==> config.mk <==
export PLATFORM = sky130hd
export DESIGN_NAME = vpto_top
export DESIGN_NICKNAME = d
export VERILOG_FILES = /design/src/inc/vpto_pkg.sv /design/src/logic/vpto_top.sv
export VERILOG_INCLUDE_DIRS = /design/src /design/src/inc
export SDC_FILE = /design/constraint.sdc
export NUM_CORES = 1
export LEC_CHECK = 0
export ABC_AREA = 1
export BUFFER_PORTS_ARGS = -buffer_cell sky130_fd_sc_hd__buf_2
export CAP_MARGIN = 0
export CORE_ASPECT_RATIO = 1.25
export CORE_MARGIN = 2
export CORE_UTILIZATION = 51
export DETAILED_ROUTE_END_ITERATION = 10
export GPL_ROUTABILITY_DRIVEN = 1
export PLACE_DENSITY_LB_ADDON = 0.1
export SYNTH_ARGS = -nofsm -noshare
export SYNTH_HDL_FRONTEND = slang
export SYNTH_SLANG_ARGS = --single-unit
==> constraint.sdc <==
create_clock -name core_clk -period 2.12 [get_ports core_clk]
set_input_delay 0.212 -clock core_clk [delete_from_list [all_inputs] [get_ports core_clk]]
set_output_delay 0.212 -clock core_clk [all_outputs]
set_load 0.005 [all_outputs]
==> src/inc/vpto_cfg.svh <==
// constants for the voice port test override
`ifndef VPTO_CFG_SVH
`define VPTO_CFG_SVH
`define CORE_CLK_HZ 100000000
`define SIGMON_WINDOW_S 4
`define SIGMON_LIMIT 255
`define SAMPLE_HZ 8000
`define TONE_300_HZ 300
`define TONE_1K_HZ 1000
`define TONE_3K_HZ 3000
`define ULAW_SILENCE 8'hff
`define TONE_MAG {7'h14, 7'h16, 7'h1c, 7'h27, 7'h7f}
`define TC_ABCD 4'hf
`define REG_CTRL 8'h00
`define REG_STATUS 8'h04
`define REG_ISTS 8'h08
`define REG_ICLR 8'h0c
`define REG_IEN 8'h10
`define RESP_OKAY 2'h0
`define RESP_SLVERR 2'h2
`define EV_ALARM 0
`define EV_TC 1
`define EV_W 2
`endif

==> src/inc/vpto_pkg.sv <==
// types for the voice port test override
package vpto_pkg;
    typedef enum logic [2:0] {INJ_PCM, INJ_300, INJ_1K, INJ_3K, INJ_QUIET,
        INJ_NA} vpto_inj_e;
    typedef enum logic [2:0] {LL_LOOP, LL_OPEN, LL_RGND, LL_LPGND,
        LL_RING} vpto_local_e;
    typedef enum logic [3:0] {FL_RING, FL_TBRG, FL_TORO, FL_TGRO, FL_RBTG,
        FL_RBTO, FL_TGRX, FL_TORX, FL_ROTX, FL_NA} vpto_far_e;
    typedef enum logic [1:0] {PM_FXO, PM_FXODN, PM_DPT, PM_MRD} vpto_mode_e;
    typedef enum logic [2:0] {ST_LOOP, ST_GS, ST_LPFD, ST_R2, ST_DPT, ST_IR2,
        ST_MRD} vpto_sig_e;
    typedef enum logic [3:0] {PS_STDBY, PS_WSTB, PS_WTST, PS_WOOS, PS_NO_WAN_CARD,
        PS_CALL, PS_BUSY, PS_IDLE, PS_TC, PS_TEST, PS_MAINT} vpto_pstat_e;
    typedef enum logic [2:0] {WAN_ACTIVE, WAN_STDBY, WAN_TEST, WAN_OOS,
        WAN_NONE} vpto_wan_e;
    typedef enum logic [1:0] {CALL_IDLE, CALL_SETUP, CALL_BUSY} vpto_call_e;
    typedef struct packed {
        logic [13:0] rsvd;
        logic [3:0] rxPattern;
        logic [3:0] txPattern;
        logic [2:0] ntwkInj;
        logic [2:0] userInj;
        logic rxSet;
        logic txSet;
        logic testEn;
        logic sigMonEn;
    } vpto_ctrl_s;
    typedef struct packed {
        logic [3:0] rsvd;
        vpto_inj_e ntwkInj;
        vpto_inj_e userInj;
        vpto_pstat_e portStatus;
        vpto_sig_e sigType;
        vpto_far_e farLead;
        vpto_local_e localLead;
        logic [3:0] rxAbcd;
        logic [3:0] txAbcd;
    } vpto_stat_s;
    typedef struct packed {
        logic portActive;
        logic maintMode;
        logic busConnect;
        vpto_wan_e wanState;
        vpto_call_e callState;
        vpto_mode_e portMode;
        logic [1:0] sigTypeSel;
        logic [2:0] localLead;
        logic [3:0] farLead;
    } vpto_cond_s;
endpackage

==> src/logic/vpto_top.sv <==
// voice port test override with axi4-lite registers
`include "vpto_cfg.svh"
module vpto_top #(
    parameter int unsigned WINDOW_CYCLES = `SIGMON_WINDOW_S * `CORE_CLK_HZ,
    parameter int unsigned LIMIT = `SIGMON_LIMIT
) (
    input wire logic core_clk,
    input wire logic nrst,
    input wire logic s_axi_awvalid,
    output logic s_axi_awready,
    input wire logic [7:0] s_axi_awaddr,
    input wire logic s_axi_wvalid,
    output logic s_axi_wready,
    input wire logic [31:0] s_axi_wdata,
    input wire logic [3:0] s_axi_wstrb,
    output logic s_axi_bvalid,
    input wire logic s_axi_bready,
    output logic [1:0] s_axi_bresp,
    input wire logic s_axi_arvalid,
    output logic s_axi_arready,
    input wire logic [7:0] s_axi_araddr,
    output logic s_axi_rvalid,
    input wire logic s_axi_rready,
    output logic [31:0] s_axi_rdata,
    output logic [1:0] s_axi_rresp,
    input wire logic sampleStb,
    input wire logic [7:0] netVoiceIn,
    input wire logic [7:0] userVoiceIn,
    output logic [7:0] netVoiceOut,
    output logic [7:0] userVoiceOut,
    input wire logic [3:0] lineAbcdIn,
    input wire logic [3:0] netAbcdIn,
    output logic [3:0] netAbcdOut,
    output logic [3:0] lineAbcdOut,
    input wire vpto_pkg::vpto_cond_s cond,
    input wire logic carrierGroupAlarm,
    output logic trunkCondition,
    output logic irq
);
    localparam int CNT_W = $clog2(LIMIT + 2);
    localparam logic [34:0] TONE_MAG = `TONE_MAG;
    localparam logic [31:0] WIN_LAST = 32'(WINDOW_CYCLES - 1);
    localparam logic [CNT_W-1:0] CNT_LIM = CNT_W'(LIMIT);

    if (WINDOW_CYCLES < 2 || LIMIT < 1 || LIMIT > 65535) begin : g_chk
        $error("vpto_top: window or limit out of range");
    end

    function automatic logic [15:0] toneStep(vpto_pkg::vpto_inj_e s);
        unique case (s)
            vpto_pkg::INJ_300:
                toneStep = 16'((`TONE_300_HZ * 65536) / `SAMPLE_HZ);
            vpto_pkg::INJ_1K:
                toneStep = 16'((`TONE_1K_HZ * 65536) / `SAMPLE_HZ);
            vpto_pkg::INJ_3K:
                toneStep = 16'((`TONE_3K_HZ * 65536) / `SAMPLE_HZ);
            default: toneStep = 16'h0000;
        endcase
    endfunction

    // one sine period in sixteen steps from a five-entry quarter table
    function automatic logic [7:0] toneCode(logic [15:0] ph);
        logic [1:0] k;
        logic [2:0] n;
        k = ph[13:12];
        n = ph[14] ? 3'(3'd4 - {1'b0, k}) : {1'b0, k};
        toneCode = {~ph[15], TONE_MAG[n*7 +: 7]};
    endfunction

    function automatic logic [31:0] merge(logic [31:0] o, logic [31:0] n,
        logic [3:0] s);
        merge = o;
        for (int b = 0; b < 4; b++) begin
            if (s[b]) begin
                merge[b*8 +: 8] = n[b*8 +: 8];
            end
        end
    endfunction

    // carrier group alarm pin, three-stage synchroniser
    logic [2:0] cgaSync_q;
    logic cgaLevel_q;
    always_ff @(posedge core_clk or negedge nrst) begin
        if (!nrst) begin
            cgaSync_q <= 3'h0;
            cgaLevel_q <= 1'b0;
        end else begin
            cgaSync_q <= {cgaSync_q[1:0], carrierGroupAlarm};
            if (cgaSync_q[1] == cgaSync_q[2]) begin
                cgaLevel_q <= cgaSync_q[2];
            end
        end
    end

    vpto_pkg::vpto_ctrl_s ctrl_q, ctrl_d;
    logic [`EV_W-1:0] ien_q, ien_d, ists_q, ists_d, ev;
    logic tc, ovrActive, rxSetOk, irq_d;
    vpto_pkg::vpto_inj_e sel [2];
    vpto_pkg::vpto_stat_s stat;

    assign tc = cgaLevel_q && cond.portActive;
    assign rxSetOk = ctrl_q.rxSet && !cond.busConnect;
    assign ovrActive = ctrl_q.testEn && (ctrl_q.txSet || rxSetOk);

    // injection selections; bus-connect chassis never injects
    always_comb begin
        for (int d = 0; d < 2; d++) begin
            sel[d] = vpto_pkg::INJ_PCM;
        end
        if (ctrl_q.testEn && !cond.busConnect) begin
            if (ctrl_q.userInj <= 3'(vpto_pkg::INJ_QUIET)) begin
                sel[0] = vpto_pkg::vpto_inj_e'(ctrl_q.userInj);
            end
            if (ctrl_q.ntwkInj <= 3'(vpto_pkg::INJ_QUIET)) begin
                sel[1] = vpto_pkg::vpto_inj_e'(ctrl_q.ntwkInj);
            end
        end
    end

    // voice path: dir 0 toward user, dir 1 toward network
    logic [7:0] vIn [2];
    logic [7:0] vOut_q [2];
    assign vIn[0] = netVoiceIn;
    assign vIn[1] = userVoiceIn;
    assign userVoiceOut = vOut_q[0];
    assign netVoiceOut = vOut_q[1];
    for (genvar d = 0; d < 2; d++) begin : g_dir
        logic [15:0] ph_q, ph_d;
        logic [7:0] v_d;
        always_comb begin
            ph_d = ph_q;
            v_d = vOut_q[d];
            // only the slot strobe moves the path, so timing is untouched
            if (sampleStb) begin
                ph_d = ph_q + toneStep(sel[d]);
                unique case (sel[d])
                    vpto_pkg::INJ_PCM: v_d = vIn[d];
                    vpto_pkg::INJ_QUIET: v_d = `ULAW_SILENCE;
                    default: v_d = toneCode(ph_q);
                endcase
                if (d == 0 && tc) begin
                    v_d = `ULAW_SILENCE;
                end
            end
        end
        always_ff @(posedge core_clk or negedge nrst) begin
            if (!nrst) begin
                ph_q <= 16'h0000;
                vOut_q[d] <= `ULAW_SILENCE;
            end else begin
                ph_q <= ph_d;
                vOut_q[d] <= v_d;
            end
        end
    end

    // signalling override; lead control has no forcing path at all
    logic [3:0] txAbcd_d, rxAbcd_d;
    always_comb begin
        txAbcd_d = lineAbcdIn;
        rxAbcd_d = netAbcdIn;
        if (ctrl_q.testEn && ctrl_q.txSet) begin
            txAbcd_d = ctrl_q.txPattern;
        end
        if (tc) begin
            rxAbcd_d = `TC_ABCD;
        end else if (ctrl_q.testEn && rxSetOk) begin
            rxAbcd_d = ctrl_q.rxPattern;
        end
    end
    always_ff @(posedge core_clk or negedge nrst) begin
        if (!nrst) begin
            netAbcdOut <= 4'h0;
            lineAbcdOut <= 4'h0;
            trunkCondition <= 1'b0;
        end else begin
            netAbcdOut <= txAbcd_d;
            lineAbcdOut <= rxAbcd_d;
            trunkCondition <= tc;
        end
    end

    // transition monitor over both directions, counters clear per window
    logic [7:0] prev_q, hit;
    logic [31:0] win_q, win_d;
    logic monEn, winEnd;
    assign monEn = ctrl_q.sigMonEn && cond.portActive;
    assign winEnd = win_q == WIN_LAST;
    always_comb begin
        win_d = (!monEn || winEnd) ? 32'h0 : win_q + 32'h1;
    end
    for (genvar i = 0; i < 8; i++) begin : g_mon
        logic [CNT_W-1:0] cnt_q, cnt_d;
        logic cur;
        assign cur = i < 4 ? netAbcdOut[i%4] : lineAbcdOut[i%4];
        assign hit[i] = monEn && !winEnd && cur != prev_q[i] &&
            cnt_q == CNT_LIM;
        always_comb begin
            cnt_d = cnt_q;
            if (!monEn || winEnd) begin
                cnt_d = '0;
            end else if (cur != prev_q[i] && cnt_q <= CNT_LIM) begin
                cnt_d = cnt_q + 1'b1;
            end
        end
        always_ff @(posedge core_clk or negedge nrst) begin
            if (!nrst) begin
                cnt_q <= '0;
                prev_q[i] <= 1'b0;
            end else begin
                cnt_q <= cnt_d;
                prev_q[i] <= cur;
            end
        end
    end
    always_ff @(posedge core_clk or negedge nrst) begin
        if (!nrst) begin
            win_q <= 32'h0;
        end else begin
            win_q <= win_d;
        end
    end

    // status word
    logic tcPrev_q;
    always_comb begin
        stat = '0;
        stat.txAbcd = netAbcdOut;
        stat.rxAbcd = lineAbcdOut;
        stat.localLead = cond.localLead > 3'(vpto_pkg::LL_RING) ?
            vpto_pkg::LL_OPEN : vpto_pkg::vpto_local_e'(cond.localLead);
        stat.farLead = cond.farLead > 4'(vpto_pkg::FL_NA) ?
            vpto_pkg::FL_NA : vpto_pkg::vpto_far_e'(cond.farLead);
        unique case (cond.portMode)
            vpto_pkg::PM_MRD: stat.sigType = vpto_pkg::ST_MRD;
            vpto_pkg::PM_DPT: stat.sigType = cond.sigTypeSel == 2'h1 ?
                vpto_pkg::ST_R2 : cond.sigTypeSel == 2'h2 ?
                vpto_pkg::ST_IR2 : vpto_pkg::ST_DPT;
            default: stat.sigType = vpto_pkg::vpto_sig_e'(cond.sigTypeSel);
        endcase
        // test outranks trunk conditioning so an operator sees his override
        if (!cond.portActive) begin
            stat.portStatus = vpto_pkg::PS_STDBY;
        end else if (cond.wanState == vpto_pkg::WAN_NONE) begin
            stat.portStatus = vpto_pkg::PS_NO_WAN_CARD;
        end else if (cond.wanState == vpto_pkg::WAN_STDBY) begin
            stat.portStatus = vpto_pkg::PS_WSTB;
        end else if (cond.wanState == vpto_pkg::WAN_TEST) begin
            stat.portStatus = vpto_pkg::PS_WTST;
        end else if (cond.wanState == vpto_pkg::WAN_OOS) begin
            stat.portStatus = vpto_pkg::PS_WOOS;
        end else if (cond.maintMode) begin
            stat.portStatus = vpto_pkg::PS_MAINT;
        end else if (ovrActive) begin
            stat.portStatus = vpto_pkg::PS_TEST;
        end else if (tc) begin
            stat.portStatus = vpto_pkg::PS_TC;
        end else if (cond.callState == vpto_pkg::CALL_SETUP) begin
            stat.portStatus = vpto_pkg::PS_CALL;
        end else if (cond.callState == vpto_pkg::CALL_BUSY) begin
            stat.portStatus = vpto_pkg::PS_BUSY;
        end else begin
            stat.portStatus = vpto_pkg::PS_IDLE;
        end
        stat.userInj = cond.busConnect ? vpto_pkg::INJ_NA : sel[0];
        stat.ntwkInj = cond.busConnect ? vpto_pkg::INJ_NA : sel[1];
    end
    assign ev[`EV_ALARM] = |hit;
    assign ev[`EV_TC] = tc && !tcPrev_q;

    // axi4-lite slave, one write and one read at a time
    logic awHeld_q, awHeld_d, wHeld_q, wHeld_d, bv_d, awr_d, wr_d;
    logic rv_d, arr_d;
    logic [7:0] awAddr_q, awAddr_d;
    logic [31:0] wData_q, wData_d, rdata_d;
    logic [3:0] wStrb_q, wStrb_d;
    logic [1:0] bresp_d, rresp_d;
    always_comb begin
        awHeld_d = awHeld_q;
        wHeld_d = wHeld_q;
        awAddr_d = awAddr_q;
        wData_d = wData_q;
        wStrb_d = wStrb_q;
        bv_d = s_axi_bvalid && !s_axi_bready;
        bresp_d = s_axi_bresp;
        ctrl_d = ctrl_q;
        ien_d = ien_q;
        ists_d = ists_q;
        if (s_axi_awvalid && s_axi_awready) begin
            awHeld_d = 1'b1;
            awAddr_d = s_axi_awaddr;
        end
        if (s_axi_wvalid && s_axi_wready) begin
            wHeld_d = 1'b1;
            wData_d = s_axi_wdata;
            wStrb_d = s_axi_wstrb;
        end
        if (awHeld_q && wHeld_q && !s_axi_bvalid) begin
            awHeld_d = 1'b0;
            wHeld_d = 1'b0;
            bv_d = 1'b1;
            bresp_d = `RESP_OKAY;
            unique case (awAddr_q)
                `REG_CTRL: ctrl_d = merge(ctrl_q, wData_q, wStrb_q);
                `REG_IEN: ien_d = `EV_W'(merge(32'(ien_q), wData_q, wStrb_q));
                `REG_ICLR: ists_d = ists_q & ~`EV_W'(wData_q & {8{wStrb_q[0]}});
                `REG_STATUS, `REG_ISTS: ;
                default: bresp_d = `RESP_SLVERR;
            endcase
        end
        ctrl_d.rsvd = '0;
        ists_d = ists_d | ev;                 // a new event beats the clear
        awr_d = !awHeld_d && !bv_d;
        wr_d = !wHeld_d && !bv_d;
        irq_d = |(ists_q & ien_q);
    end
    always_comb begin
        rv_d = s_axi_rvalid && !s_axi_rready;
        rdata_d = s_axi_rdata;
        rresp_d = s_axi_rresp;
        if (s_axi_arvalid && s_axi_arready) begin
            rv_d = 1'b1;
            rresp_d = `RESP_OKAY;
            unique case (s_axi_araddr)
                `REG_CTRL: rdata_d = ctrl_q;
                `REG_STATUS: rdata_d = stat;
                `REG_ISTS: rdata_d = 32'(ists_q);
                `REG_IEN: rdata_d = 32'(ien_q);
                `REG_ICLR: rdata_d = 32'h0;
                default: begin
                    rdata_d = 32'h0;
                    rresp_d = `RESP_SLVERR;
                end
            endcase
        end
        arr_d = !rv_d;
    end
    always_ff @(posedge core_clk or negedge nrst) begin
        if (!nrst) begin
            awHeld_q <= 1'b0;
            wHeld_q <= 1'b0;
            awAddr_q <= 8'h00;
            wData_q <= 32'h0;
            wStrb_q <= 4'h0;
            s_axi_bvalid <= 1'b0;
            s_axi_bresp <= `RESP_OKAY;
            s_axi_awready <= 1'b0;
            s_axi_wready <= 1'b0;
            s_axi_rvalid <= 1'b0;
            s_axi_rdata <= 32'h0;
            s_axi_rresp <= `RESP_OKAY;
            s_axi_arready <= 1'b0;
            ctrl_q <= '0;
            ien_q <= '0;
            ists_q <= '0;
            irq <= 1'b0;
            tcPrev_q <= 1'b0;
        end else begin
            awHeld_q <= awHeld_d;
            wHeld_q <= wHeld_d;
            awAddr_q <= awAddr_d;
            wData_q <= wData_d;
            wStrb_q <= wStrb_d;
            s_axi_bvalid <= bv_d;
            s_axi_bresp <= bresp_d;
            s_axi_awready <= awr_d;
            s_axi_wready <= wr_d;
            s_axi_rvalid <= rv_d;
            s_axi_rdata <= rdata_d;
            s_axi_rresp <= rresp_d;
            s_axi_arready <= arr_d;
            ctrl_q <= ctrl_d;
            ien_q <= ien_d;
            ists_q <= ists_d;
            irq <= irq_d;
            tcPrev_q <= tc;
        end
    end
endmodule

==> results by group <==
Floorplanning
  • Horiz. Die Dim: 153 µm
  • Placeable Area: 27400 µm²
  • I/O pin count: 171
  • Die Span Y: 190 µm
  • Die area: 29000 µm²
  • Core Rows: 68
  • Initial core utilization: 51.5%

Detailed routing
  • Met2 WL: 17300 µm
  • WL met3: 1830 µm
  • Routed len/inst: 14.1 µm
  • Via count: 13100
  • Antenna Nets Post-Route: 0
  • Remaining DRCs: 0
  • Highest Signal Layer: met4
  • DR iter-0 viols: 543
  • Routed Wire Length: 35900 µm
  • DR pass1 iterations: 5
  • M1 wire length: 15600 µm
  • Post-DR vias/cell: 5.16

Critical path
  • CP endpoint kind: flip-flop
  • Worst Path Max Fanout: 6
  • CP Launch Type: flip-flop
  • Worst Setup Path Type: flip-flop to flip-flop
  • Critical Path RT: 2.56 ns
  • CP arrival: 2.44 ns

Synth
  • Avg Inst Size Synth: 7.35 µm²
  • Async SR Flop Fraction: 100%
  • Main combinational cell family by area after synthesis: simple AND/OR/NAND/NOR gates
  • Compound-cell area share of the yosys netlist: 7.85%
  • Post-synth EDFFs: 0
  • Sequential fraction of the synthesis area: 46.6%
  • Post-Syn Instances: 1920
  • Netlist cell types: 41
  • Synth Cell Area: 14100 µm²
  • YS warnings: 0
  • Top FF cell, synth: dfrtp_1
  • XOR/XNOR share of the synthesized area: 1.49%
  • Yosys reg bits: 262
  • Synth Area in Adders: 3.71%
  • Post-synthesis mux area share: 0%
  • Synth Area in Simple Gates: 33.3%

STA
  • Min cycle time layout: 1.99 ns
  • Worst Skew: 0.0196 ns
  • Setup TNS: 0 ns
  • Crit share post-route: 94.1%
  • Final hold slack: 0.0174 ns
  • Worst slew pin tran: 0.762 ns
  • Max-slew violations: 0
  • Rel. slew slack: 49.1%
  • Finish-stage setup viols: 0
  • Fin. Hold Viols: 0
  • Maximum clock frequency: 0.502 GHz
  • Setup repair after global routing missed its margin: true
  • Final worst-path setup slack: 0.126 ns

Clock network
  • Clock Sink Count: 262
  • CTS clock-pin slew for the worst setup and hold paths: 0.07 ns
  • Cts bufs inserted: 28
  • CTS tree: built
  • Clk Latency, worst-skew pair: 0.56 ns
  • CTS root buffer: clkbuf_16
  • H-tree Lvls: 1
  • Clk buf depth: 3

Place
  • Setup slack at placement: 0.0155 ns
  • Dpl hpwl: 25300 µm
  • RD Place Congestion: 0.883
  • IO Port Bufs: 149

Layout
  • Most frequent cells in the layout: 640 x nand2_1, 247 x nor2_1, 246 x dfrtp_1, 187 x inv_1, 162 x nand3_1
  • Fill cells: 2459
  • Post-route core utilization: 63.8%
  • Share of layout cells above drive strength 1: 15.9%
  • ANT cells: 0
  • P&R area growth vs syn: 24.0%
  • Commonest non-fill, non-tap cell in the layout: nand2_1
  • Post-layout nets: 2313

Pwr
  • Share of total power in sequential cells: 43.3%
  • Sw Ratio: 28.2%
  • Internal: 9.89 mW
  • Logic pwr share: 16.7%
  • Leak: 8.38 nW
  • NetSw: 3.89 mW
  • Peak VDD IR: 858 µV
  • Clock power share: 40.0%
  • Pwr/cell area: 788 nW/µm²

Hold path
  • HP Class: primary input to flip-flop

GRT
  • Antenna violations before repair: 0
  • Largest net degree at the start of global routing: 69
  • Grt ovf: 0
  • GRT Util Overall: 24.5%
  • Vias in the first global route: 12800
  • Global-route wire length before repair: 59500 µm

Run
  • Max_cap viols: 0

Status
  • Status: complete, no violations
## path summary, 6_finish.rpt
kind | slack [ns] | cells after the start | from | to
setup / recovery | 0.13 | 15 | ctrl_q[4] | g_dir[0].ph_q[15]
hold / removal | 0.02 | 5 | cond[0] | s_axi_rdata[11]
setup reg to reg | 0.13 | 15 | ctrl_q[4] | g_dir[0].ph_q[15]
hold reg to reg | 0.36 | 0 | cgaSync_q[0] | cgaSync_q[1]
max in group asynchronous | 1.17 | 3 | nrst | netVoiceOut[6]
min in group asynchronous | 0.21 | 2 | nrst | g_mon[0].cnt_q[3]
## cells by family after synthesis
family / count (synthesis)
AND/OR/NAND/NOR: 1144
flip-flops: 262
buffers and inverters: 239
adder cells (fa/ha/maj): 42
AO/OA/AOI/OAI: 208
XOR/XNOR: 24
other: 1
## critical path, cell delays in order, from the launching register on
cell,delay [ns]
dfrtp_1,0.38
inv_1,0.09
nor2_2,0.04
nand2_1,0.09
nor2_2,0.04
buf_6,0.15
ha_4,0.30
nand2_1,0.08
nor2_1,0.15
nand2_1,0.08
nand2_2,0.08
nand3_1,0.10
nand2_2,0.10
nand2_1,0.05
nand2_1,0.07
nand2_1,0.05
## final cells by class
| type | instances | area [µm²] | area share (%) |
|---|---|---|---|
| clock buffers | 38 | 808 | 4.62 |
| clock inverters | 13 | 231 | 1.32 |
| inverters | 193 | 724 | 4.14 |
| multi-input cells | 1428 | 6910 | 39.5 |
| flip-flops and latches | 262 | 6580 | 37.6 |
| well taps | 350 | 438 | 2.50 |
| repair buffers | 255 | 1800 | 10.3 |
## power groups by stage
stage               Combinational, mW  Sequential [mW]  Clock, mW
floorplan                        1.31             5.96          0
global placement                 2.08             6.02          0
CTS                              2.23             5.95       5.58
detailed placement               2.13             6.03          0
finish                           2.30             5.97       5.51
global route                     2.63             6.04       5.77
## registers in the layout, summed over array words and instances, names as in the netlist, 2 cells and up
name,cells
g_mon.cnt_q,72
g_dir.ph_q,32
win_q,32
s_axi_rdata,28
ctrl_q,18
wData_q,18
awAddr_q,8
netVoiceOut,8
prev_q,8
userVoiceOut,8
lineAbcdOut,4
netAbcdOut,4
cgaSync_q,3
wStrb_q,3
ien_q,2
ists_q,2
## per-layer routing
layer / GRT usage [%] / up-vias
met1: 30.6 / 6133
met4: 8.19 / 0
met2: 43.4 / 304
met3: 4.10 / 90
li1: - / 6578
met5: 0 / -
## synth_stat cells, types with 2 or more instances
library cell	n	share of area, %
a21boi_0	2	0.11
a21o_1	5	0.27
a21oi_1	90	3.2
a22o_1	2	0.12
a31oi_1	7	0.31
and2_1	4	0.18
and3_1	2	0.089
buf_2	13	0.46
buf_4	8	0.43
buf_6	6	0.48
clkbuf_1	18	0.48
dfrtp_1	246	44
dfstp_2	16	3.0
ha_1	41	3.6
inv_1	187	5.0
inv_2	5	0.13
nand2_1	650	17
nand2_2	10	0.44
nand3_1	171	6.1
nand3b_1	9	0.48
nand4_1	9	0.40
nor2_1	257	6.8
nor2_2	9	0.40
nor2_4	3	0.24
nor3_1	12	0.43
o211ai_1	6	0.32
o21ai_0	75	2.7
o21ai_1	10	0.35
o22ai_1	9	0.40
or2_2	5	0.22
xnor2_1	12	0.75
xor2_1	12	0.75
## metrics by stage
step | cell area [µm²] | power [mW] | std cells
final | 17500 | 13.8 | 2539
after detailed placement | 15500 | 8.16 | 2422
after floorplan | 14100 | 7.27 | 1925
after CTS | 17100 | 13.8 | 2530
after global routing | 17500 | 14.4 | 2539
after global placement | 15500 | 8.09 | 2422
## timing repair
action,in CTS,in global routing
hold buffers,57,0
setup buffers,0,5
pin swaps,0,7
endpoints found under the hold margin,112,0
endpoints found under the setup margin,4,89
gates resized for setup,3,64
gates cloned,0,4
Note: power is estimated with default switching activity, not from simulation.
